===== src/ecm_pkg.sv =====
// package for the expander configuration and transition mask block
// assumes a serial bus engine outside that presents decoded byte reads and writes
//
// Function
// - config register at 0x04; bit 0 low is shutdown, high is normal operation
// - config bit 7 enables transition detection, independent of shutdown bit
// - mask register at 0x06; write bits 6..0 set masks of ports 30..24
// - mask read returns status flag in bit 7; flag clears after read
// - after reset: shutdown, detection off, all masks cleared
// - bits without function read back as zero
package ecm_pkg;

  // ----------------------------------------------------------------
  // register map
  // ----------------------------------------------------------------
  localparam logic [6:0] ECM_ADDR_CONFIG = 7'h04;
  localparam logic [6:0] ECM_ADDR_MASK = 7'h06;

  // ----------------------------------------------------------------
  // field positions
  // ----------------------------------------------------------------
  localparam int ECM_CFG_RUN_BIT = 0;
  localparam int ECM_CFG_DET_BIT = 7;
  localparam int ECM_MASK_FLAG_BIT = 7;
  localparam int ECM_NPORTS = 7;

  // ----------------------------------------------------------------
  // reset values
  // ----------------------------------------------------------------
  localparam logic ECM_RUN_RST = 1'h0;
  localparam logic ECM_DET_RST = 1'h0;
  localparam logic [6:0] ECM_MASK_RST = 7'h00;
  localparam logic ECM_FLAG_RST = 1'h0;
  localparam logic [6:0] ECM_PORT_RST = 7'h00;
  localparam logic [7:0] ECM_RDATA_RST = 8'h00;

  // one register access from the serial engine
  typedef struct packed {
    logic wr;
    logic rd;
    logic [6:0] addr;
    logic [7:0] wdata;
  } ecm_req_t;

endpackage


===== src/ecm_regs.sv =====
// register bank: configuration and transition mask, with transition detector
// assumes req is a one-cycle strobe from the bus engine, ports synchronous to core_clk
`timescale 1ns/1ns
module ecm_regs (
  input wire logic core_clk,
  input wire logic rst_n,
  input wire ecm_pkg::ecm_req_t req,
  input wire logic [6:0] port_in,
  output logic [7:0] rdata,
  output logic run_mode,
  output logic detect_en,
  output logic [6:0] port_mask,
  output logic int_flag
);

  // ----------------------------------------------------------------
  // address decode
  // ----------------------------------------------------------------
  logic wr_cfg;
  logic wr_mask;
  logic rd_cfg;
  logic rd_mask;

  // true when a strobe of one kind lands on one register address
  function automatic logic hit(input logic strobe, input logic [6:0] addr, input logic [6:0] target);
    hit = strobe && (addr == target);
  endfunction

  // unmapped addresses decode to nothing, so writes there fall away
  always_comb begin
    wr_cfg = hit(req.wr, req.addr, ecm_pkg::ECM_ADDR_CONFIG);
    wr_mask = hit(req.wr, req.addr, ecm_pkg::ECM_ADDR_MASK);
    rd_cfg = hit(req.rd, req.addr, ecm_pkg::ECM_ADDR_CONFIG);
    rd_mask = hit(req.rd, req.addr, ecm_pkg::ECM_ADDR_MASK);
  end

  // ----------------------------------------------------------------
  // configuration register
  // ----------------------------------------------------------------
  logic run_q;
  logic run_d;
  logic det_q;
  logic det_d;

  // bits 6..1 are not stored at all, which keeps their read value at zero
  always_comb begin
    run_d = run_q;
    det_d = det_q;
    if (wr_cfg) begin
      run_d = req.wdata[ecm_pkg::ECM_CFG_RUN_BIT];
      det_d = req.wdata[ecm_pkg::ECM_CFG_DET_BIT];
    end
  end

  always_ff @(posedge core_clk or negedge rst_n) begin
    if (!rst_n) begin
      run_q <= ecm_pkg::ECM_RUN_RST;
      det_q <= ecm_pkg::ECM_DET_RST;
    end else begin
      run_q <= run_d;
      det_q <= det_d;
    end
  end

  // ----------------------------------------------------------------
  // transition mask register
  // ----------------------------------------------------------------
  logic [6:0] mask_q;
  logic [6:0] mask_d;

  // bit 7 of a write is dropped: the status flag is not writable
  always_comb begin
    mask_d = mask_q;
    if (wr_mask) begin
      mask_d = req.wdata[ecm_pkg::ECM_NPORTS-1:0];
    end
  end

  always_ff @(posedge core_clk or negedge rst_n) begin
    if (!rst_n) begin
      mask_q <= ecm_pkg::ECM_MASK_RST;
    end else begin
      mask_q <= mask_d;
    end
  end

  // ----------------------------------------------------------------
  // transition detector and status flag
  // ----------------------------------------------------------------
  logic [6:0] prev_q;
  logic [6:0] prev_d;
  logic flag_q;
  logic flag_d;
  logic change;

  // history restarts at zero; harmless since detection is off after reset
  always_comb begin
    prev_d = port_in;
    // only enabled ports whose mask bit is set can raise the flag
    change = det_q && (|((port_in ^ prev_q) & mask_q));
    // a new change in the read cycle wins, so the event is not lost
    flag_d = change ? 1'b1 : (rd_mask ? 1'b0 : flag_q);
  end

  always_ff @(posedge core_clk or negedge rst_n) begin
    if (!rst_n) begin
      prev_q <= ecm_pkg::ECM_PORT_RST;
      flag_q <= ecm_pkg::ECM_FLAG_RST;
    end else begin
      prev_q <= prev_d;
      flag_q <= flag_d;
    end
  end

  // ----------------------------------------------------------------
  // read data
  // ----------------------------------------------------------------
  logic [7:0] rdata_q;
  logic [7:0] rdata_d;

  // read data stands one cycle and is zero otherwise, so stale bytes never linger
  always_comb begin
    rdata_d = 8'h00;
    if (rd_cfg) begin
      rdata_d = {det_q, 6'h00, run_q};
    end else if (rd_mask) begin
      // flag value before its clear is what the host sees
      rdata_d = {flag_q, mask_q};
    end
  end

  always_ff @(posedge core_clk or negedge rst_n) begin
    if (!rst_n) begin
      rdata_q <= ecm_pkg::ECM_RDATA_RST;
    end else begin
      rdata_q <= rdata_d;
    end
  end

  // ----------------------------------------------------------------
  // outputs
  // ----------------------------------------------------------------
  assign rdata = rdata_q;
  assign run_mode = run_q;
  assign detect_en = det_q;
  assign port_mask = mask_q;
  assign int_flag = flag_q;
endmodule // ecm_regs


===== config.mk =====
export PLATFORM = sky130hd
export DESIGN_NAME = ecm_regs
export DESIGN_NICKNAME = d
export VERILOG_FILES = /design/src/ecm_pkg.sv /design/src/ecm_regs.sv
export SDC_FILE = /design/constraint.sdc
export NUM_CORES = 1
export LEC_CHECK = 0
export BUFFER_PORTS_ARGS = -buffer_cell sky130_fd_sc_hd__buf_4
export CORE_MARGIN = 4
export CORE_UTILIZATION = 40
export CTS_CLUSTER_DIAMETER = 120
export CTS_CLUSTER_SIZE = 20
export DETAILED_ROUTE_END_ITERATION = 7
export PLACE_DENSITY = 0.67
export REMOVE_ABC_BUFFERS = 1
export SYNTH_ARGS = -nofsm -noshare
export SYNTH_HDL_FRONTEND = slang
export SYNTH_SLANG_ARGS = --single-unit

===== constraint.sdc =====
create_clock -name core_clk -period 1.3 [get_ports core_clk]
set_input_delay 0.195 -clock core_clk [delete_from_list [all_inputs] [get_ports core_clk]]
set_output_delay 0.195 -clock core_clk [all_outputs]
set_load 0.05 [all_outputs]

==> impl_metrics.py, run 1 <==
metrics = {
    "status": {
        "status": "completed",
    },
    "timing": {
        "setup_viol": 0,
        "rsz0062_at_grt": "yes",
        "slew_headroom_pct": 78.0,
        "worst_pin_slew_ps": 328,
        "period_share_pct": 98.1,
        "fmax_ghz": 0.784,
        "fin_crit_ps": 1280,
        "maxSlewViolCount": 0,
        "clock_skew_ps": 6.55,
        "hold_viol_final": 0,
    },
    "clocking": {
        "htree_levels": 1,
        "cts_sinks": 25,
        "cts_setup_buffers": 0,
        "cts_root_buf": "clkbuf_4",
        "cts.path.max_buffers": 2,
        "clock_latency_ps": 300,
        "cts_tree": "yes",
        "clk_pin_slew_worst_paths_ps": 120,
        "cts_buffers": 3,
    },
    "place": {
        "io_buffer_count": 43,
        "dp_cells": 136,
        "gp_congestion": 0.743,
        "dpl_cell_area_um2": 1330,
    },
    "synth": {
        "synthCells": 64,
        "synth-seq-area-share_pct": 64.8,
        "ys_ff_latch": 25,
        "synthTopCellsByArea": "dfrtp_1 65%, mux2_2 10%, xor2_1 6.3%",
        "synth_warnings": 0,
        "synthDistinctLibCells": 15,
        "synth_area_um2": 966,
        "avgSynthCellArea_um2": 15.1,
        "yosysTopAreaCellShare_pct": 64.8,
        "yosysTopAreaCell": "dfrtp_1",
    },
    "routing": {
        "vias_per_cell": 4.72,
        "drt.antenna.violating_nets": 0,
        "vias": 698,
        "wl_met2_um": 1090,
        "routed.top_layer": "met4",
        "wl_per_cell_um": 13.6,
        "route.met3.wl_um": 123,
        "first_pass_iters": 4,
        "finalWirelength_um": 2010,
        "wl_met1_um": 775,
        "remaining_drc_errors": 0,
        "drtIter0Drc": 15,
    },
    "critical_path": {
        "required_ps": 1500,
        "rrSetupSlack_ps": 20,
        "arrival_ps": 1470,
        "critPathMaxFanout": 1,
        "worstSetupPathType": "reg -> reg",
        "startpoint_type": "register",
        "ff2ff_path_depth": 4,
        "cp-end-kind": "register",
    },
    "power": {
        "power_density_nw_per_um2": 1030,
        "p_leak_uw": 0.000757,
        "irDropWorstVdd_v": 0.000968,
        "total_power_uw": 1490,
    },
    "cells_and_area": {
        "fin_area_um2": 1440,
        "diodes": 0,
        "drive_above_1_share_pct": 50.0,
        "area_growth_pct": 49.2,
        "fin_cells": 148,
        "nNetsFinal": 147,
    },
    "grt": {
        "first_global_vias": 734,
        "grt-ovfl-total": 0,
        "grt_start_max_net_pins": 26,
        "antenna_found_initial": 0,
        "grt_usage_pct": 13.2,
        "grt_pass1_wl_um": 3350,
    },
    "job": {
        "maxCapViolCount": 0,
    },
    "die": {
        "dieWidth_um": 57.1,
        "start_util_pct": 42.8,
        "num_io_pins": 44,
        "core_um2": 2250,
        "die_area_um2": 3260,
        "die_h_um": 57.1,
        "rows": 17,
    },
    "worst_hold_path": {
        "hold_depth": 2,
        "hold_class": "in -> reg",
    },
}
-- kinds of logic (layout without fill, tap and decap cells) --
family	count (synthesis)	count (layout)	synth area share, %
flip-flops	25	25	64.8
XOR/XNOR	7	7	6.35
multiplexers	11	11	12.6
AO/OA/AOI/OAI	4	4	3.50
buffers and inverters	2	58	0.777
AND/OR/NAND/NOR	15	15	12.0
-- synthesized netlist by cell type --
library cell,n
and2_1,6
nand3_1,2
nor4b_4,1
nand4_1,1
xor2_1,7
nor2_1,3
o2bb2ai_1,1
nor2_2,1
mux2_2,9
a22oi_1,2
dfrtp_1,25
inv_1,2
mux2i_1,2
a222oi_1,1
nand4_4,1
-- state kept, by name, summed over array words and instances (netlist names) --
register and flops:
detect_en 1, int_flag 1, run_mode 1, port_mask 7
rdata 8, prev_q 7
-- layer usage --
metal | track usage (%) | up-vias
met3 | 4.75 | 2
li1 | - | 334
met5 | 0 | -
met2 | 23.2 | 19
met1 | 15.0 | 343
met4 | 3.97 | 0
-- repair_timing --
action | CTS | global route
hold endpoints to repair | 32 | 0
hold buffers | 8 | 0
gates resized for setup | 0 | 1
setup endpoints to repair | 0 | 1
-- cell usage in the layout (no fill, tap or decap) --
cell            instances
mux2_2                  9
nand4_4                 1
dlygate4sd3_1           7
nand3_1                 2
clkbuf_4                3
mux2i_1                 2
nand4_1                 1
inv_1                   2
nor2_2                  1
a222oi_1                1
xor2_1                  7
and2_1                  6
clkinv_2                1
nor4b_4                 1
dlymetal6s4s_1          1
dfrtp_1                25
buf_4                  44
nor2_1                  3
o2bb2ai_1               1
a22oi_1                 2
-- worst max-delay path, cell delays in order, from the launching register on --
cell and delay [ps]:
dfrtp_1 410, xor2_1 140, a222oi_1 370, nand3_1 110, o2bb2ai_1 140
-- report_power, final --
part / switching [uW] / internal (uW)
Combinational: 179 / 144
Sequential: 33.2 / 817
Clock: 202 / 115
-- per-stage QoR --
| step | TNS [ps] | utilization [%] | setup WS (ps) | hold slack [ps] |
|---|---|---|---|---|
| final | 0 | 63.9 | 24.2 | 111 |
| after global routing | -29.8 | 63.9 | -29.8 | 82.3 |
| after CTS | 0 | 63.8 | 4.15 | 99.5 |
| after detailed placement | -499 | 59.0 | -69.3 | 110 |
| after global placement | -328 | 59.0 | -49.6 | 110 |
| after floorplan | 0 | - | 36.9 | -101 |
-- path summary, 6_finish.rpt --
check	startpoint	end
max in group asynchronous	rst_n	int_flag
setup / recovery	prev_q[5]	int_flag
hold reg to reg	port_mask[5]	rdata[5]
min in group asynchronous	rst_n	port_mask[2]
setup reg to reg	prev_q[5]	int_flag
hold / removal	req[1]	port_mask[1]
-- area by class of cell --
cell class,count,area (um^2)
Tap cell,28,35.0
Multi-Input combinational cell,37,333
Fill cell,195,813
Inverter,2,7.51
Clock inverter,1,5.00
Sequential cell,25,626
Clock buffer,3,22.5
Timing Repair Buffer,52,413
No activity file was read; power rests on OpenSTA's default activity.
==> inputs of run 2 (changes only) <==
- CORE_ASPECT_RATIO: not set -> 1.5
==> run 2 against run 1 <==
Core utilization down 0.36 points; critical path depth unchanged; highest routed layer unchanged; flip-flop and latch count unchanged; non-clock buffer count stayed put; combinational power is essentially flat; die area is 0.50% higher; sequential power about the same; wire length rose by 5.8%; largest power group unchanged; clock-buffer cell count did not move; via count is 4.3% higher; clock skew increased by 7.6 ps; clock power increased by 17%.
==> impl_metrics.py, run 2 (same netlist as run 1, synthesis figures left out) <==
metrics = {
    "timing": {
        "fmax_ghz": 0.799,
        "fin_crit_ps": 1250,
        "slew_headroom_pct": 77.8,
        "maxSlewViolCount": 0,
        "period_share_pct": 96.3,
        "clock_skew_ps": 14.2,
        "holdWs_ps": 83.6,
        "hold_viol_final": 0,
        "setup_viol": 0,
        "rsz0062_at_grt": "yes",
        "worst_pin_slew_ps": 332,
    },
    "routing": {
        "remaining_drc_errors": 0,
        "routed.top_layer": "met4",
        "wl_met2_um": 1140,
        "drtIter0Drc": 7,
        "first_pass_iters": 4,
        "wl_per_cell_um": 14.9,
        "vias_per_cell": 5.09,
        "wl_met1_um": 802,
        "route.met3.wl_um": 113,
        "drt.antenna.violating_nets": 0,
        "finalWirelength_um": 2130,
        "vias": 728,
    },
    "critical_path": {
        "crit_buf_inv": 0,
        "rrSetupSlack_ps": 50,
        "crit_chain": "xor2_1 > a222oi_1 > nand3_1 > o2bb2ai_1",
        "arrival_ps": 1470,
        "required_ps": 1520,
        "cp-end-kind": "register",
        "r2r_start": "prev_q[5]",
        "worstSetupPathType": "reg -> reg",
        "rr_endpoint": "int_flag",
        "path_delay_family": "compound AO/OA/AOI/OAI gates",
        "slowest_stage": "dfrtp_1",
        "critPathMaxFanout": 1,
        "slowest_delay_ps": 390,
        "startpoint_type": "register",
        "ff2ff_path_depth": 4,
    },
    "place": {
        "dpl_cell_area_um2": 1330,
        "io_buffer_count": 43,
        "dp_hpwl_um": 1640,
        "gp_congestion": 0.742,
    },
    "power": {
        "p_leak_uw": 0.000749,
        "power_density_nw_per_um2": 1080,
        "irDropWorstVdd_v": 0.000828,
    },
    "grt": {
        "grt_pass1_wl_um": 3130,
        "antenna_found_initial": 0,
        "grt-ovfl-total": 0,
        "grt_usage_pct": 13.7,
        "first_global_vias": 715,
        "grt_start_max_net_pins": 26,
    },
    "die": {
        "core_um2": 2260,
        "start_util_pct": 42.7,
        "rows": 21,
        "die_h_um": 68.2,
        "die_area_um2": 3280,
        "num_io_pins": 44,
        "dieWidth_um": 48.1,
    },
    "cells_and_area": {
        "largest_reg_flops": 8,
        "nNetsFinal": 147,
        "diodes": 0,
        "final_core_util_pct": 63.6,
        "fill_cells": 197,
        "fin_area_um2": 1440,
        "area_growth_pct": 48.7,
        "layout_commonest_cell": "buf_4",
        "layout_common_cells": "44 x buf_4, 25 x dfrtp_1, 9 x mux2_2, 8 x dlygate4sd3_1, 7 x xor2_1",
        "drive_above_1_share_pct": 50.0,
    },
    "worst_hold_path": {
        "holdPathEnd": "port_mask[3]",
        "hold_depth": 2,
        "hold_class": "in -> reg",
        "hold_start": "req[3]",
    },
    "clocking": {
        "cts_resized": 0,
        "clock_latency_ps": 330,
        "cts_buffers": 3,
        "cts_root_buf": "clkbuf_4",
        "cts_sinks": 25,
        "cts_tree": "yes",
        "cts.path.max_buffers": 2,
        "clk_pin_slew_worst_paths_ps": 150,
        "htree_levels": 1,
        "cts_setup_buffers": 0,
    },
    "job": {
        "maxCapViolCount": 0,
    },
    "status": {
        "status": "completed",
    },
}
-- run 2: changes by cell type in the layout (fill, tap and decap cells not counted), sizes merged --
cell / delta
clkinv: -1
dlygate4sd3: +1
dlymetal6s4s: -1
inv: +1
-- run 2: layer usage --
layer  vias to the layer above  GRT usage (%)
met5                         -              0
met4                         0           8.08
met3                         9           2.37
met2                        26           23.3
met1                       357           15.1
li1                        336              -
-- run 2: cell type report --
class | count | area (um^2) | area share [%]
Clock buffer | 3 | 22.5 | 1.57
Tap cell | 23 | 28.8 | 2.00
Multi-Input combinational cell | 37 | 333 | 23.2
Clock inverter | 1 | 8.76 | 0.610
Timing Repair Buffer | 52 | 410 | 28.6
Inverter | 2 | 7.51 | 0.523
Sequential cell | 25 | 626 | 43.6
-- run 2: how the worst max path moves through the flow --
stage                 startpoint      endpoint  slack [ps]  cells past startpoint
finish                 prev_q[5]      int_flag          50                      4
global route           prev_q[3]      int_flag         -20                      4
CTS                    prev_q[5]      int_flag          20                      4
detailed placement       req[11]  port_mask[4]         -50                      4
global placement         req[11]  port_mask[5]         -10                      4
floorplan           port_mask[5]      int_flag          40                      3
-- run 2: stage by stage --
| stage | total power, uW | setup slack (ps) | TNS, ps | cells |
|---|---|---|---|---|
| final | 1550 | 48.0 | 0 | 143 |
| after global routing | 1620 | -15.7 | -15.7 | 143 |
| after CTS | 1560 | 15.5 | 0 | 143 |
| after detailed placement | 1180 | -52.1 | -603 | 131 |
| after global placement | 1170 | -11.1 | -71.3 | 131 |
| after floorplan | 1020 | 36.9 | 0 | 64 |
-- run 2: worst reg2reg max path: cells and delay by family, from the launching register on --
family	cells	cell delay (ps)
AND/OR/NAND/NOR	1	130
AO/OA/AOI/OAI	2	470
XOR/XNOR	1	160
flip-flops	1	390
-- run 2: power by group --
group / total [uW] / internal (uW) / switching, uW
clock network: 372 / 125 / 247
registers: 849 / 817 / 32.3
logic: 326 / 144 / 182
-- run 2: what timing repair did --
action	CTS	global route
hold endpoints to repair	32	0
setup endpoints to repair	0	1
hold buffers	8	0
==> inputs of run 3 (changes only) <==
- ABC_AREA: not set -> 1
- PLACE_DENSITY: 0.67 -> 0.65
==> run 3 against run 2 <==
Flip-flop and latch count did not move; global-route usage rose by 0.62 points; non-clock buffer count fell by 7.
==> impl_metrics.py, run 3 <==
metrics = {
    "routing": {
        "drt.antenna.violating_nets": 0,
        "wl_met2_um": 1240,
        "drtIter0Drc": 11,
        "vias_per_cell": 4.47,
        "remaining_drc_errors": 0,
        "first_pass_iters": 4,
        "route.met3.wl_um": 109,
        "finalWirelength_um": 2280,
        "wl_per_cell_um": 10.9,
        "vias": 935,
        "routed.top_layer": "met4",
        "wl_met1_um": 872,
    },
    "clocking": {
        "htree_levels": 1,
        "cts.path.max_buffers": 2,
        "cts_tree": "yes",
        "clk_pin_slew_worst_paths_ps": 80,
        "clock_latency_ps": 260,
        "cts_root_buf": "clkbuf_8",
        "cts_setup_buffers": 0,
        "cts_buffers": 3,
        "cts_sinks": 25,
    },
    "die": {
        "core_um2": 2650,
        "start_util_pct": 41.4,
        "rows": 23,
        "die_area_um2": 3660,
        "dieWidth_um": 50.8,
        "die_h_um": 72.1,
        "num_io_pins": 44,
    },
    "place": {
        "dpl_cell_area_um2": 1460,
        "gp_congestion": 0.704,
        "dp_cells": 204,
        "io_buffer_count": 43,
        "dp_hpwl_um": 1860,
    },
    "cells_and_area": {
        "layout_common_cells": "44 x buf_4, 33 x nand2_1, 28 x inv_1, 25 x dfrtp_1, 12 x nor2_1",
        "area_growth_pct": 38.3,
        "drive_above_1_share_pct": 34.9,
        "fin_area_um2": 1520,
        "layout_commonest_cell": "buf_4",
        "seq_area_um2": 626,
        "nNetsFinal": 199,
        "largest_reg_flops": 8,
        "fill_cells": 252,
        "multiInputGateArea_um2": 355,
        "fin_cells": 209,
        "diodes": 0,
    },
    "synth": {
        "synthTopCellsByCount": "33 x nand2_1, 28 x inv_1, 25 x dfrtp_1",
        "ys_async_sr_fraction_pct": 100,
        "synth_warnings": 0,
        "synth-seq-area-share_pct": 57.0,
        "synth_area_um2": 1100,
        "synthDistinctLibCells": 12,
        "synth_ff_type": "dfrtp_1",
        "yosysTopAreaCellShare_pct": 57.0,
        "yosysMostFrequentCell": "nand2_1",
        "avgSynthCellArea_um2": 8.85,
        "ys_ff_latch": 25,
        "synthTopCellsByArea": "dfrtp_1 57%, nand2_1 11%, inv_1 9.6%",
        "synth-edff-count": 0,
        "yosysTopAreaCell": "dfrtp_1",
        "synthCells": 124,
    },
    "power": {
        "total_power_uw": 1710,
        "p_leak_uw": 0.000836,
        "power_density_nw_per_um2": 1130,
        "irDropWorstVdd_v": 0.000695,
    },
    "job": {
        "maxCapViolCount": 0,
    },
    "timing": {
        "rsz0062_at_grt": "no",
        "setup_viol": 0,
        "hold_viol_final": 0,
        "slew_headroom_pct": 79.5,
        "worst_pin_slew_ps": 307,
        "period_share_pct": 85.3,
        "fmax_ghz": 0.901,
        "fin_crit_ps": 1110,
        "setup_tns_ps": 0,
        "maxSlewViolCount": 0,
        "clock_skew_ps": 2.60,
    },
    "critical_path": {
        "required_ps": 1110,
        "path_delay_family": "flip-flops",
        "crit_chain": "buf_4",
        "slowest_delay_ps": 420,
        "worstSetupPathType": "reg -> out",
        "slowest_stage": "dfrtp_1",
        "startpoint_type": "register",
        "critPathMaxFanout": 4,
        "crit_buf_inv": 1,
        "arrival_ps": 910,
        "cp-end-kind": "primary output",
        "rrSetupSlack_ps": 340,
    },
    "grt": {
        "first_global_vias": 979,
        "grt_start_max_net_pins": 26,
        "antenna_found_initial": 0,
        "grt-ovfl-total": 0,
        "grt_pass1_wl_um": 4060,
        "grt_usage_pct": 14.3,
    },
    "status": {
        "status": "completed",
    },
    "worst_hold_path": {
        "hold_class": "in -> reg",
    },
}
-- run 3: changes by cell type in the layout (fill, tap and decap cells not counted), moves of 6 or more --
cell | before | now
and2_1 | 6 | 0
nor2_1 | 3 | 12
nand3_1 | 2 | 9
o21ai_2 | 0 | 7
dlygate4sd3_1 | 8 | 1
nand2_1 | 0 | 33
mux2_2 | 9 | 0
inv_1 | 2 | 28
xor2_1 | 7 | 0
-- run 3: final timing paths --
path / startpoint / endpoint / depth (start not counted)
max: detect_en / detect_en / 1
min: port_in[1] / prev_q[1] / 1
max reg2reg: prev_q[0] / int_flag / 8
min reg2reg: int_flag / int_flag / 2
max in group asynchronous: rst_n / rdata[0] / 2
min in group asynchronous: rst_n / rdata[6] / 2
-- run 3: metrics by stage --
stage / utilization (%) / setup WS [ps] / hold slack [ps]
after global routing: 57.3 / 155 / 37.5
after global placement: 55.2 / 135 / 110
final: 57.3 / 191 / 47.1
after floorplan: - / 181 / -101
after detailed placement: 55.2 / 47.1 / 116
after CTS: 57.3 / 191 / 40.0
-- run 3: cell families after synthesis --
| family | share of synthesized area, % |
|---|---|
| AO/OA/AOI/OAI | 6.96 |
| buffers and inverters | 10.6 |
| flip-flops | 57.0 |
| AND/OR/NAND/NOR | 25.4 |
-- run 3: timing repair --
| action | in CTS | in global routing |
|---|---|---|
| hold buffers | 1 | 0 |
| gates resized for setup | 0 | 0 |
| hold endpoints to repair | 25 | 0 |
-- run 3: layer usage --
metal / GRT usage [%] / vias to the layer above
met3: 0.821 / 4
met5: 0 / -
met4: 8.08 / 0
met2: 26.7 / 32
met1: 15.8 / 436
li1: - / 463
-- run 3: layout make-up --
cell class / count / area share, %
timing repair buffer: 45 / 22.4
tap: 37 / 3.05
clock buffer: 4 / 2.97
multi-input combinational: 70 / 23.4
sequential: 25 / 41.2
inverter: 28 / 6.92
-- run 3: where the power goes --
group / switching [uW] / total, uW / leakage (uW) / internal (uW)
logic: 247 / 391 / 0.000485 / 145
registers: 43.1 / 869 / 0.000328 / 826
clock network: 234 / 453 / 0.0000228 / 219
